### src/lidec_defines.svh
// Purpose: Offsets, field positions, reset values and codes of the unique-id and error-capture registers.
// Assumes: APB byte addresses with one aligned 32-bit word per register.
// Notes: Definitions only.
`ifndef LIDEC_DEFINES_SVH
`define LIDEC_DEFINES_SVH

`define LIDEC_ADDR_W 8
`define LIDEC_OFS_UID_LO 8'h28
`define LIDEC_OFS_ROM_BASE 8'h34
`define LIDEC_OFS_FW_LO 8'h38
`define LIDEC_OFS_FW_HI 8'h3c
`define LIDEC_OFS_COMPANY 8'h40
`define LIDEC_OFS_STATUS 8'h44
`define LIDEC_OFS_MASK 8'h48
`define LIDEC_WORD_ALIGN 2'h0

`define LIDEC_UID_RESET 32'h0000_0000
`define LIDEC_BASE_RESET 22'h00_0000
`define LIDEC_RSVD_ZERO 10'h000
`define LIDEC_WIN_LSBS 10
// The value is arbitrary and identifies no organisation.
`define LIDEC_COMPANY_CODE 32'h00a5_5a01

`define LIDEC_ROM_WIN_LO 48'hffff_f000_0400
`define LIDEC_ROM_WIN_HI 48'hffff_f000_07ff

`define LIDEC_EV_N 3
`define LIDEC_EV_FAIL 0
`define LIDEC_EV_ROM 1
`define LIDEC_EV_UID 2

`endif

### src/lidec_pkg.sv
// Purpose: State types of the unique-id and error-capture register bank.
// Assumes: lidec_defines.svh is compiled alongside.
// Notes: lidec_regs and lidec_capture keep their design registers in these structs; the assertion helpers sit outside.
`include "lidec_defines.svh"

package lidec_pkg;

  typedef struct packed {
    logic [31:0] uid_lo;
    logic uid_locked;
    logic [21:0] rom_base;
    logic [`LIDEC_EV_N-1:0] status;
    logic [`LIDEC_EV_N-1:0] mask;
    logic [31:0] prdata;
    logic pready;
    logic pslverr;
    logic irq;
    logic [31:0] host_addr;
    logic host_addr_valid;
  } lidec_regs_s;

  typedef struct packed {
    logic [31:0] low;
    logic [31:0] high;
  } lidec_cap_s;

endpackage

### src/lidec_cap_if.sv
// Purpose: Carries a failed posted write into the capture registers and their contents back.
// Assumes: All signals are on sys_clk.
// Notes: fail is a one-cycle pulse.
`timescale 1ns/1ps
`default_nettype none

interface lidec_cap_if;
  logic fail;
  logic [47:0] offset;
  logic [9:0] bus_num;
  logic [5:0] node_num;
  logic [31:0] low;
  logic [31:0] high;
  modport capt (input fail, input offset, input bus_num, input node_num,
                output low, output high);
  modport regs (output fail, output offset, output bus_num, output node_num,
                input low, input high);
endinterface

`default_nettype wire

### src/lidec_capture.sv
// Purpose: Holds the offset and requester of the most recent failed posted write.
// Assumes: fail is a single-cycle pulse on sys_clk.
// Notes: The contents have no reset value; sys_rst only gates the assertions.
`timescale 1ns/1ps
`default_nettype none

module lidec_capture (
  input wire logic sys_clk,
  input wire logic sys_rst,
  lidec_cap_if.capt cap
);

  lidec_pkg::lidec_cap_s cap_reg;
  lidec_pkg::lidec_cap_s cap_next;

  always_comb begin
    cap_next = cap_reg;
    if (cap.fail) begin
      cap_next.low = cap.offset[31:0];
      cap_next.high = {cap.bus_num, cap.node_num, cap.offset[47:32]};
    end
  end

  // No reset: software must not trust these until a failure has been seen.
  always_ff @(posedge sys_clk) begin
    cap_reg <= cap_next;
  end

  assign cap.low = cap_reg.low;
  assign cap.high = cap_reg.high;

  logic seen_reg;
  logic [31:0] exp_low;
  logic [15:0] exp_src;
  logic [15:0] exp_hi;
  assign exp_low = cap.offset[31:0];
  assign exp_src = {cap.bus_num, cap.node_num};
  assign exp_hi = cap.offset[47:32];

  always_ff @(posedge sys_clk) begin
    if (sys_rst) begin
      seen_reg <= 1'b0;
    end else if (cap.fail) begin
      seen_reg <= 1'b1;
    end
  end

  a_low_capture: assert property (@(posedge sys_clk) disable iff (sys_rst)
    cap.fail |=> cap.low == $past(exp_low)) else $error("failed offset low not captured");
  a_source_capture: assert property (@(posedge sys_clk) disable iff (sys_rst)
    cap.fail |=> cap.high[31:16] == $past(exp_src)) else $error("requester not captured");
  a_high_capture: assert property (@(posedge sys_clk) disable iff (sys_rst)
    cap.fail |=> cap.high[15:0] == $past(exp_hi)) else $error("failed offset high wrong");
  a_capture_hold: assert property (@(posedge sys_clk) disable iff (sys_rst)
    seen_reg && !cap.fail |=> $stable(cap.low) && $stable(cap.high))
    else $error("capture changed without a failure");
  c_two_failures: cover property (@(posedge sys_clk) disable iff (sys_rst)
    cap.fail ##1 cap.fail);

endmodule

`default_nettype wire

### src/lidec_regs.sv
// Purpose: Lower unique id, configuration ROM window base, failed-write capture and company id.
// Assumes: APB slave on sys_clk; serial-bus and EEPROM strobes come from logic on sys_clk.
// Notes: Zero-wait APB; pslverr on unmapped or unaligned addresses.
`timescale 1ns/1ps
`default_nettype none
`include "lidec_defines.svh"

// Summary of operation
// - Lower id register at 0x28, reset zero.
// - Lower id is low quadlet of identifier.
// - EEPROM loads lower id once, then locked.
// - ROM window reads add low bits to base.
// - Base bits 31..10 writable, 9..0 read zero.
// - Failed write stores low offset word.
// - Failed write stores bus and node number.
// - Failed write stores high offset bits.
// - Capture registers read only, no reset value.
// - Fixed company code readable at 0x40.
module lidec_regs #(
  parameter logic [31:0] COMPANY_CODE = `LIDEC_COMPANY_CODE
) (
  input wire logic sys_clk,
  input wire logic sys_rst,
  input wire logic psel,
  input wire logic penable,
  input wire logic pwrite,
  input wire logic [`LIDEC_ADDR_W-1:0] paddr,
  input wire logic [31:0] pwdata,
  output logic [31:0] prdata,
  output logic pready,
  output logic pslverr,
  input wire logic eeprom_detected,
  input wire logic eeprom_uid_valid,
  input wire logic [31:0] eeprom_uid_lower,
  input wire logic rom_rd_req,
  input wire logic [47:0] rom_rd_offset,
  output logic [31:0] rom_host_addr,
  output logic rom_host_addr_valid,
  input wire logic pw_fail,
  input wire logic [47:0] pw_fail_offset,
  input wire logic [9:0] pw_fail_bus,
  input wire logic [5:0] pw_fail_node,
  output logic [31:0] unique_id_lower_part,
  output logic irq
);

  lidec_pkg::lidec_regs_s st_reg;
  lidec_pkg::lidec_regs_s st_next;

  lidec_cap_if cap ();

  assign cap.fail = pw_fail;
  assign cap.offset = pw_fail_offset;
  assign cap.bus_num = pw_fail_bus;
  assign cap.node_num = pw_fail_node;

  lidec_capture u_capture (
    .sys_clk(sys_clk),
    .sys_rst(sys_rst),
    .cap(cap.capt)
  );

  logic setup;
  logic done;
  logic aligned;
  logic hit;
  logic [31:0] rd_word;
  logic rom_hit;
  logic uid_load;
  logic [`LIDEC_EV_N-1:0] ev;

  assign setup = psel & ~penable;
  assign done = psel & penable & st_reg.pready;
  assign aligned = paddr[1:0] == `LIDEC_WORD_ALIGN;
  assign rom_hit = rom_rd_req && rom_rd_offset >= `LIDEC_ROM_WIN_LO &&
                   rom_rd_offset <= `LIDEC_ROM_WIN_HI;
  assign uid_load = eeprom_detected && eeprom_uid_valid && !st_reg.uid_locked;

  always_comb begin
    ev = '0;
    ev[`LIDEC_EV_FAIL] = pw_fail;
    ev[`LIDEC_EV_ROM] = rom_hit;
    ev[`LIDEC_EV_UID] = uid_load;
  end

  // Read decode; no read has a side effect except the status clear at completion.
  always_comb begin
    rd_word = '0;
    hit = aligned;
    case (paddr)
      `LIDEC_OFS_UID_LO: rd_word = st_reg.uid_lo;
      `LIDEC_OFS_ROM_BASE: rd_word = {st_reg.rom_base, `LIDEC_RSVD_ZERO};
      `LIDEC_OFS_FW_LO: rd_word = cap.low;
      `LIDEC_OFS_FW_HI: rd_word = cap.high;
      `LIDEC_OFS_COMPANY: rd_word = COMPANY_CODE;
      `LIDEC_OFS_STATUS: rd_word[`LIDEC_EV_N-1:0] = st_reg.status;
      `LIDEC_OFS_MASK: rd_word[`LIDEC_EV_N-1:0] = st_reg.mask;
      default: hit = 1'b0;
    endcase
  end

  always_comb begin
    st_next = st_reg;
    st_next.pready = setup;
    st_next.pslverr = setup & ~hit;
    if (setup) begin
      st_next.prdata = rd_word;
    end
    if (done && pwrite) begin
      if (paddr == `LIDEC_OFS_ROM_BASE) begin
        st_next.rom_base = pwdata[31:`LIDEC_WIN_LSBS];
      end
      if (paddr == `LIDEC_OFS_MASK) begin
        st_next.mask = pwdata[`LIDEC_EV_N-1:0];
      end
    end
    // Only the bits shown to software are cleared, so an event that lands
    // between the setup and the access cycle is still pending afterwards.
    if (done && !pwrite && paddr == `LIDEC_OFS_STATUS) begin
      st_next.status = st_reg.status & ~st_reg.prdata[`LIDEC_EV_N-1:0];
    end
    st_next.status = st_next.status | ev;
    if (uid_load) begin
      st_next.uid_lo = eeprom_uid_lower;
      st_next.uid_locked = 1'b1;
    end
    st_next.host_addr_valid = rom_hit;
    if (rom_hit) begin
      st_next.host_addr = {st_reg.rom_base, `LIDEC_RSVD_ZERO} +
                          {22'h00_0000, rom_rd_offset[`LIDEC_WIN_LSBS-1:0]};
    end
    st_next.irq = |(st_next.status & st_next.mask);
  end

  always_ff @(posedge sys_clk) begin
    if (sys_rst) begin
      st_reg <= '0;
      st_reg.uid_lo <= `LIDEC_UID_RESET;
      st_reg.rom_base <= `LIDEC_BASE_RESET;
    end else begin
      st_reg <= st_next;
    end
  end

  assign prdata = st_reg.prdata;
  assign pready = st_reg.pready;
  assign pslverr = st_reg.pslverr;
  assign rom_host_addr = st_reg.host_addr;
  assign rom_host_addr_valid = st_reg.host_addr_valid;
  assign unique_id_lower_part = st_reg.uid_lo;
  assign irq = st_reg.irq;

  logic [31:0] exp_host;
  logic [21:0] wr_base;
  logic rd_done;
  assign exp_host = {st_reg.rom_base, `LIDEC_RSVD_ZERO} |
                    {22'h00_0000, rom_rd_offset[`LIDEC_WIN_LSBS-1:0]};
  assign wr_base = pwdata[31:`LIDEC_WIN_LSBS];
  assign rd_done = done && !pwrite;

  a_uid_reset: assert property (@(posedge sys_clk) disable iff (sys_rst)
    $fell(sys_rst) |-> unique_id_lower_part == `LIDEC_UID_RESET)
    else $error("lower id not zero after reset");
  a_uid_readback: assert property (@(posedge sys_clk) disable iff (sys_rst)
    rd_done && paddr == `LIDEC_OFS_UID_LO |-> prdata == $past(unique_id_lower_part))
    else $error("lower id read differs from exported id");
  a_uid_load: assert property (@(posedge sys_clk) disable iff (sys_rst)
    uid_load |=> unique_id_lower_part == $past(eeprom_uid_lower))
    else $error("EEPROM id not loaded");
  a_uid_locked: assert property (@(posedge sys_clk) disable iff (sys_rst)
    st_reg.uid_locked |=> $stable(unique_id_lower_part))
    else $error("lower id changed after load");
  a_rom_translate: assert property (@(posedge sys_clk) disable iff (sys_rst)
    rom_hit |=> rom_host_addr_valid && rom_host_addr == $past(exp_host))
    else $error("ROM window address wrong");
  a_rom_outside: assert property (@(posedge sys_clk) disable iff (sys_rst)
    rom_rd_req && !rom_hit |=> !rom_host_addr_valid)
    else $error("read outside ROM window translated");
  a_base_reserved: assert property (@(posedge sys_clk) disable iff (sys_rst)
    rd_done && paddr == `LIDEC_OFS_ROM_BASE |-> prdata[9:0] == 10'h000)
    else $error("reserved base bits not zero");
  a_base_write: assert property (@(posedge sys_clk) disable iff (sys_rst)
    done && pwrite && paddr == `LIDEC_OFS_ROM_BASE |=> st_reg.rom_base == $past(wr_base))
    else $error("base write lost");
  a_company_code: assert property (@(posedge sys_clk) disable iff (sys_rst)
    rd_done && paddr == `LIDEC_OFS_COMPANY |-> prdata == COMPANY_CODE && !pslverr)
    else $error("company code wrong");
  a_irq_level: assert property (@(posedge sys_clk) disable iff (sys_rst)
    irq == |(st_reg.status & st_reg.mask)) else $error("interrupt level wrong");
  a_fail_sticky: assert property (@(posedge sys_clk) disable iff (sys_rst)
    pw_fail |=> st_reg.status[`LIDEC_EV_FAIL]) else $error("failure event lost");

  // Helper state for the checks below; none of it reaches an output.
  // The capture holds X until the first failure, so its read checks wait for one.
  logic cap_seen_reg;
  logic st_rd;
  logic wr_done;
  assign st_rd = rd_done && paddr == `LIDEC_OFS_STATUS;
  assign wr_done = done && pwrite;

  always_ff @(posedge sys_clk) begin
    if (sys_rst) begin
      cap_seen_reg <= 1'b0;
    end else if (pw_fail) begin
      cap_seen_reg <= 1'b1;
    end
  end

  // Bus timing: one access cycle, errors only with ready, read data held.
  a_ready_setup: assert property (@(posedge sys_clk) disable iff (sys_rst)
    setup |=> pready) else $error("ready missing after setup");
  a_ready_idle: assert property (@(posedge sys_clk) disable iff (sys_rst)
    !setup |=> !pready) else $error("ready without setup");
  a_ready_pulse: assert property (@(posedge sys_clk) disable iff (sys_rst)
    pready |=> !pready) else $error("ready longer than one cycle");
  a_done_ready: assert property (@(posedge sys_clk) disable iff (sys_rst)
    psel && penable |-> pready) else $error("wait state inserted");
  a_err_ready: assert property (@(posedge sys_clk) disable iff (sys_rst)
    pslverr |-> pready) else $error("error without ready");
  a_err_unaligned: assert property (@(posedge sys_clk) disable iff (sys_rst)
    setup && paddr[1:0] != `LIDEC_WORD_ALIGN |=> pslverr) else $error("unaligned not refused");
  a_err_mapped: assert property (@(posedge sys_clk) disable iff (sys_rst)
    setup && paddr == `LIDEC_OFS_UID_LO |=> !pslverr) else $error("mapped register refused");
  a_err_data_zero: assert property (@(posedge sys_clk) disable iff (sys_rst)
    rd_done && pslverr |-> prdata == 32'h0000_0000) else $error("refused read data not zero");
  a_prdata_hold: assert property (@(posedge sys_clk) disable iff (sys_rst)
    !setup |=> $stable(prdata)) else $error("read data changed without setup");

  // Register contents and write paths.
  a_mask_write: assert property (@(posedge sys_clk) disable iff (sys_rst)
    wr_done && paddr == `LIDEC_OFS_MASK |=> st_reg.mask == $past(pwdata[`LIDEC_EV_N-1:0]))
    else $error("mask write lost");
  a_mask_hold: assert property (@(posedge sys_clk) disable iff (sys_rst)
    !(wr_done && paddr == `LIDEC_OFS_MASK) |=> $stable(st_reg.mask))
    else $error("mask changed without write");
  a_base_read: assert property (@(posedge sys_clk) disable iff (sys_rst)
    rd_done && paddr == `LIDEC_OFS_ROM_BASE |-> prdata[31:`LIDEC_WIN_LSBS] == $past(st_reg.rom_base))
    else $error("base read differs");
  a_base_hold: assert property (@(posedge sys_clk) disable iff (sys_rst)
    !(wr_done && paddr == `LIDEC_OFS_ROM_BASE) |=> $stable(st_reg.rom_base))
    else $error("base changed without write");
  a_uid_no_write: assert property (@(posedge sys_clk) disable iff (sys_rst)
    wr_done && paddr == `LIDEC_OFS_UID_LO && !uid_load |=> $stable(unique_id_lower_part))
    else $error("software changed lower id");
  a_uid_unloaded: assert property (@(posedge sys_clk) disable iff (sys_rst)
    !st_reg.uid_locked |-> unique_id_lower_part == `LIDEC_UID_RESET)
    else $error("lower id not zero before load");
  a_uid_no_eeprom: assert property (@(posedge sys_clk) disable iff (sys_rst)
    !eeprom_detected |=> $stable(unique_id_lower_part))
    else $error("lower id changed without EEPROM");
  a_uid_lock_set: assert property (@(posedge sys_clk) disable iff (sys_rst)
    uid_load |=> st_reg.uid_locked)
    else $error("lower id not locked after load");

  // Events: each sets its status bit; only a status read lets a bit fall.
  a_rom_set: assert property (@(posedge sys_clk) disable iff (sys_rst)
    rom_hit |=> st_reg.status[`LIDEC_EV_ROM]) else $error("translate event lost");
  a_uid_set: assert property (@(posedge sys_clk) disable iff (sys_rst)
    uid_load |=> st_reg.status[`LIDEC_EV_UID]) else $error("load event lost");
  a_status_fall: assert property (@(posedge sys_clk) disable iff (sys_rst)
    !st_rd |=> ($past(st_reg.status) & ~st_reg.status) == '0)
    else $error("status bit fell without read");
  a_status_clear: assert property (@(posedge sys_clk) disable iff (sys_rst)
    st_rd && ev == '0 |=> (st_reg.status & $past(st_reg.prdata[`LIDEC_EV_N-1:0])) == '0)
    else $error("status read did not clear");
  // A mask write in the same cycle may hide the interrupt, hence the guard.
  a_fail_irq: assert property (@(posedge sys_clk) disable iff (sys_rst)
    pw_fail && st_reg.mask[`LIDEC_EV_FAIL] && !wr_done |=> irq)
    else $error("unmasked failure gave no interrupt");

  // Translation output and capture read-back.
  a_rom_valid_src: assert property (@(posedge sys_clk) disable iff (sys_rst)
    !rom_rd_req |=> !rom_host_addr_valid) else $error("translation without request");
  a_rom_addr_hold: assert property (@(posedge sys_clk) disable iff (sys_rst)
    !rom_hit |=> $stable(rom_host_addr)) else $error("host address changed without hit");
  a_fw_lo_read: assert property (@(posedge sys_clk) disable iff (sys_rst)
    rd_done && $past(cap_seen_reg) && paddr == `LIDEC_OFS_FW_LO |-> prdata == $past(cap.low))
    else $error("failed offset low read differs");
  a_fw_hi_read: assert property (@(posedge sys_clk) disable iff (sys_rst)
    rd_done && $past(cap_seen_reg) && paddr == `LIDEC_OFS_FW_HI |-> prdata == $past(cap.high))
    else $error("failed offset high read differs");

  c_rom_translate: cover property (@(posedge sys_clk) disable iff (sys_rst) rom_hit);
  c_fail_irq: cover property (@(posedge sys_clk) disable iff (sys_rst)
    pw_fail ##[1:4] irq);
  c_status_clear: cover property (@(posedge sys_clk) disable iff (sys_rst)
    rd_done && paddr == `LIDEC_OFS_STATUS && prdata != 32'h0000_0000);
  c_uid_load: cover property (@(posedge sys_clk) disable iff (sys_rst) uid_load);

endmodule

`default_nettype wire

### config.mk
export PLATFORM = sky130hd
export DESIGN_NAME = lidec_regs
export DESIGN_NICKNAME = d
export VERILOG_FILES = /design/src/lidec_pkg.sv /design/src/lidec_cap_if.sv /design/src/lidec_capture.sv /design/src/lidec_regs.sv
export VERILOG_INCLUDE_DIRS = /design/src
export SDC_FILE = /design/constraint.sdc
export NUM_CORES = 1
export LEC_CHECK = 0
export BUFFER_PORTS_ARGS = -buffer_cell sky130_fd_sc_hd__buf_2
export CAP_MARGIN = 20
export CORE_MARGIN = 1
export CORE_UTILIZATION = 50
export CTS_CLUSTER_DIAMETER = 150
export CTS_CLUSTER_SIZE = 10
export DETAILED_ROUTE_END_ITERATION = 10
export PLACE_DENSITY = 0.84
export SETUP_SLACK_MARGIN = 0.3
export SLEW_MARGIN = 5
export SYNTH_ARGS = -nofsm -noshare
export SYNTH_HDL_FRONTEND = slang
export SYNTH_SLANG_ARGS = --single-unit
### constraint.sdc
create_clock -name sys_clk -period 2.35 [get_ports sys_clk]
set_input_delay 0.1175 -clock sys_clk [delete_from_list [all_inputs] [get_ports sys_clk]]
set_output_delay 0.1175 -clock sys_clk [all_outputs]
set_load 0.01 [all_outputs]
== Word-level counts from Yosys, hierarchy flattened ==
Cells that the tools add are included.
Operators by class
  $add $sub $neg: 1
  muxes and demuxes: 6
  bitwise logic cells: 10
  equality and inequality tests: 7
  order comparisons: 2
  reduce and logical (&&, ||, !) cells: 13
Operator list (number)
  $pmux 29 s5: 1
  $ge 48x48->1 const B: 1
  $le 48x48->1 const B: 1
  $add 32x10->32: 1
  $eq 8x6->1 const B: 4
  $eq 8x7->1 const B: 3
  $pmux 3 s6: 1
  $mux 3: 3
  $logic_and 1x1->1: 7
  $reduce_or 7->1: 1
  $and 3x3->3: 2
  $and 1x1->1: 4
  $not 3->3: 1
  $or 3x3->3: 1
  $reduce_or 3->1: 1
  $logic_not 1->1: 2
  $logic_not 2->1: 1
  $not 1->1: 2
  $reduce_and 2->1: 1
  $mux 1: 1
Word-level totals
  logic and storage cells: 52
  output and inout port bits: 100
  input bits: 193
  flip-flop bits (word level): 193

== Depth between registers and ports, before layout ==
  depth in word-level cells: 8
  mapped depth: 7
  gate-level depth less buffers: 4

== By module ==
From an unflattened synthesis, not the netlist that was laid out.
Unflattened totals
  cells, all modules: 863
  area, all modules: 8429.3 sq um
Modules (own cells, without submodules)
  lidec_regs: times used 1, cells an instance 799, area each 6507.5 sq um, sequential area each 2582.5 sq um
  lidec_capture: times used 1, cells an instance 64, area each 1921.8 sq um, sequential area each 1921.8 sq um

== Worst setup path after synthesis ==
OpenSTA, ideal clock, no wires.
  path kind: input -> register
  from: in rom_rd_offset[18]
  to: reg st_reg (netlist bit rom_host_addr[11])
  stages: 6
  library setup time: 0.132 ns
  arrival: 1.730 ns
  setup slack: 0.487 ns
  data required time: 2.218 ns
  buffers on the path: 2
  path through: or4b_4 or4_4 buf_6 buf_8 o31ai_1 a21oi_1
Between the ends
  longest elaborated chain between the ends: 3
  elaborated cells on any way between the ends: 4
  classes of those cells: 2 x order compare; 2 x reduce/logical
RTL lines
  from (decl): line lidec_regs.sv:36  | input wire logic [47:0] rom_rd_offset,
  $ge 48x48->1 (no source line)
  $logic_and 1x1->1 (no source line)
  $logic_and 1x1->1 (no source line) (*)
  to (signal assigned): line lidec_regs.sv:141  | st_reg <= st_next;
  to (decl): line lidec_regs.sv:47  | lidec_pkg::lidec_regs_s st_reg;
Mark *: on every way between the ends. The rest lies on a longest branch, timed or not.
A chain may end at the register's enable or synchronous reset.

== Final worst setup path ==
  from: in rom_rd_offset[18]
  to: reg st_reg (netlist bit rom_host_addr[1])
The elaborated chain is that of the path after synthesis.

==> impl_metrics.py <==
metrics = {
    "worst_hold_path": {
        "min_to": "u_capture.cap.high[2]$_DFFE_PP_",
        "holdPathStages": 1,
        "min_path_type": "input pin to flip-flop",
        "min-delay-start": "pw_fail",
    },
    "sta": {
        "hold_viol_final": 0,
        "slew_headroom_pct": 44.9,
        "hold_slack_ns": 0.0523,
        "drv_slew": 0,
        "fin_crit_ns": 1.77,
        "fmax_mhz": 566,
        "worst_slew_pin_slew_ns": 0.826,
        "setup_tns_ns": 0,
        "timing.final.crit_share_pct": 75.1,
        "finClkSkew_ns": 0.0111,
        "setup_violations": 0,
        "grt_setup_unrepaired": "false",
    },
    "global_route": {
        "grtUsageTotal_pct": 32.0,
        "grt-ovfl-total": 0,
        "grt_pass1_wl_mm": 43.4,
        "antenna_found_initial": 2,
        "grt_start_max_net_pins": 73,
        "grt_pass1_vias": 8171,
    },
    "synthesis": {
        "synth_compound_area_share_pct": 15.9,
        "syn_area_um2": 8390,
        "synth_mux_area_share_pct": 0.119,
        "synth_adder_area_share_pct": 0,
        "synth_edf_count": 64,
        "synth_top_family_by_area": "simple AND/OR/NAND/NOR gates",
        "synthCells": 856,
        "yosys.area_share.simple_pct": 17.8,
        "synthArstFlopShare_pct": 0,
        "ys.warnings.count": 0,
        "synthesis.nets": 1049,
        "ys_ff_latch": 193,
        "synth_seq_area_share_pct": 53.7,
        "ys.flop_type": "dfxtp_1",
        "post_synth_num_cell_types": 55,
        "synth_xor_area_share_pct": 0,
        "syn_area_per_cell_um2": 9.80,
    },
    "cells_and_area": {
        "layout_common_cells": "buf_2, dlygate4sd3_1, dfxtp_1, nand2_1, a21oi_1",
        "nFillCells": 1135,
        "multi_input_area_um2": 2890,
        "synthToLayoutAreaGrowth_pct": 33.4,
        "register_area_um2": 4500,
        "drive_gt1_share_pct": 31.1,
        "nets": 1345,
        "final_common_cell": "buf_2",
    },
    "power": {
        "pwr-share-comb_pct": 9.2,
        "total_power_w": 0.00705,
        "pwr-share-seq_pct": 51.6,
        "internal_power_w": 0.00530,
        "swShare_pct": 24.8,
        "ir_drop_v": 0.000572,
        "p_clk_share_pct": 39.3,
        "p_leak_nw": 4.53,
        "p_sw_w": 0.00175,
        "power_density_nw_per_um2": 630,
    },
    "setup_path": {
        "reg2reg_slack_ns": 0.87,
        "path_buf_inv": 1,
        "crit_cells": 5,
        "crit_family": "simple AND/OR/NAND/NOR gates",
        "cp.arrival_ns": 2.05,
        "r2r-end": "unique_id_lower_part[3]$_SDFFE_PP0P_",
        "r2r-start": "st_reg[96]$_SDFFE_PP0P_",
        "slowest_stage": "or4_4",
        "cp-end-kind": "flip-flop",
        "critical_path.cell_chain": "buf_2 -> or4b_4 -> or4_4 -> o31ai_1 -> a21oi_1",
        "slowest_delay_ns": 0.73,
        "crit_start": "rom_rd_offset[18]",
        "criticalPathCategory": "input pin to flip-flop",
        "start_kind": "input pin",
        "reg2reg_depth": 3,
        "worstPathMaxFanout": 33,
        "required_ns": 2.64,
    },
    "routing": {
        "viasPerCell": 5.96,
        "antenna_left": 0,
        "wirelength_mm": 27.9,
        "drtPass1Iterations": 6,
        "drc": 0,
        "vias": 8241,
        "wl_per_cell_um": 20.2,
        "drt_iter0_markers": 827,
    },
    "floorplanning": {
        "core_area_um2": 16100,
        "io-pin-count": 293,
        "die_area_um2": 17300,
        "initial_core_util_pct": 52.1,
        "num_rows": 46,
        "die_w_um": 132,
        "die_h_um": 132,
    },
    "clock_network": {
        "htreeDepth": 4,
        "root_buffer": "clkbuf_16",
        "clk_latency_ns": 0.44,
        "numCtsBuffers": 17,
        "clkTransAtPathRegs_ns": 0.08,
        "clock_path_buffers": 2,
        "cts.sinks": 193,
        "cts_tree": "yes",
    },
    "placed_design": {
        "gp_congestion": 0.857,
        "numPortBuffers": 285,
        "place_hpwl_mm": 16.6,
    },
    "status": {
        "status": "finished, final reports clean",
    },
    "flow_run": {
        "cap_viol_max_count": 0,
    },
}
[worst max path at each step]
stage	end	slack, ns
5_1_grt	rom_host_addr[1]$_SDFFE_PP0P_	0.58
3_3_place_gp	rom_host_addr[28]$_SDFFE_PP0P_	0.31
2_1_floorplan	rom_host_addr[11]$_SDFFE_PP0P_	0.49
6_report	rom_host_addr[1]$_SDFFE_PP0P_	0.58
3_5_place_dp	rom_host_addr[1]$_SDFFE_PP0P_	0.25
4_1_cts	rom_host_addr[1]$_SDFFE_PP0P_	0.72
[synth_stat cells, drive strengths merged, types with 2 or more instances]
master	instances	share of area, %
dfxtp	129	31
nand2	118	5.3
buf	112	9.9
a21oi	103	6.1
nand4	70	5.2
edfxtp	64	23
clkbuf	55	2.5
nand3	48	2.9
o31ai	33	3.0
a222oi	17	2.0
a22o	17	1.8
o21ai	16	0.95
nor2	11	0.49
and2	8	0.60
nor4b	5	0.67
a22oi	4	0.36
and4	4	0.42
nor4	4	0.45
o31a	3	0.31
or4b	3	0.40
a41oi	2	0.21
and3	2	0.15
inv	2	0.090
nor2b	2	0.15
nor3	2	0.12
nor3b	2	0.18
o21a	2	0.18
o311ai	2	0.21
or2	2	0.15
[layout make-up]
type                            instances  share of cell area [%]
Clock inverter                         15                    1.12
Tap cell                              216                    2.41
Multi-Input combinational cell        494                    25.9
Sequential cell                       193                    40.2
Timing Repair Buffer                  444                    26.5
Antenna cell                            2                  0.0447
Inverter                                2                  0.0671
Clock buffer                           17                    3.80
[what timing repair did]
item / 4_1_cts / 5_1_grt
hold endpoints to repair: 130 / 0
gates resized for setup: 0 / 0
hold buffers: 131 / 0
setup buffers: 0 / 0
[worst reg2reg max path, stage by stage, from the launching register on]
cell     delay (ns)
dfxtp_1        0.38
or2_2          0.62
nand2_1        0.21
a21oi_1        0.21
[power by group through the flow]
stage,registers (W),clock network [W],logic (W)
2_1_floorplan,0.00369,0,0.000207
3_3_place_gp,0.00370,0,0.000436
3_5_place_dp,0.00371,0,0.000444
4_1_cts,0.00363,0.00279,0.000621
5_1_grt,0.00365,0.00294,0.000689
6_report,0.00364,0.00277,0.000647
[through the flow]
step / setup slack (ns) / utilization, % / std cells / area (µm²)
2_1_floorplan: 0.487 / - / 856 / 8390
3_3_place_gp: 0.309 / 57.9 / 1218 / 9330
3_5_place_dp: 0.247 / 57.9 / 1218 / 9330
4_1_cts: 0.719 / 69.4 / 1381 / 11200
5_1_grt: 0.580 / 69.5 / 1383 / 11200
6_report: 0.585 / 69.5 / 1383 / 11200
[cells by family after synthesis]
logic type	after synthesis
compound gates	206
buf+inv	169
flops	193
mux	1
simple gates	287
[layer usage]
metal	global-route usage [%]	share of wire (%)	vias up	routed length, µm
li1	-	-	3665	-
met1	35.7	36	3934	10100
met2	57.2	52	543	14500
met3	6.40	8.0	99	2240
met4	16.7	4.0	0	1120
met5	0	0	-	0
Power figures use the tool's default switching activity.
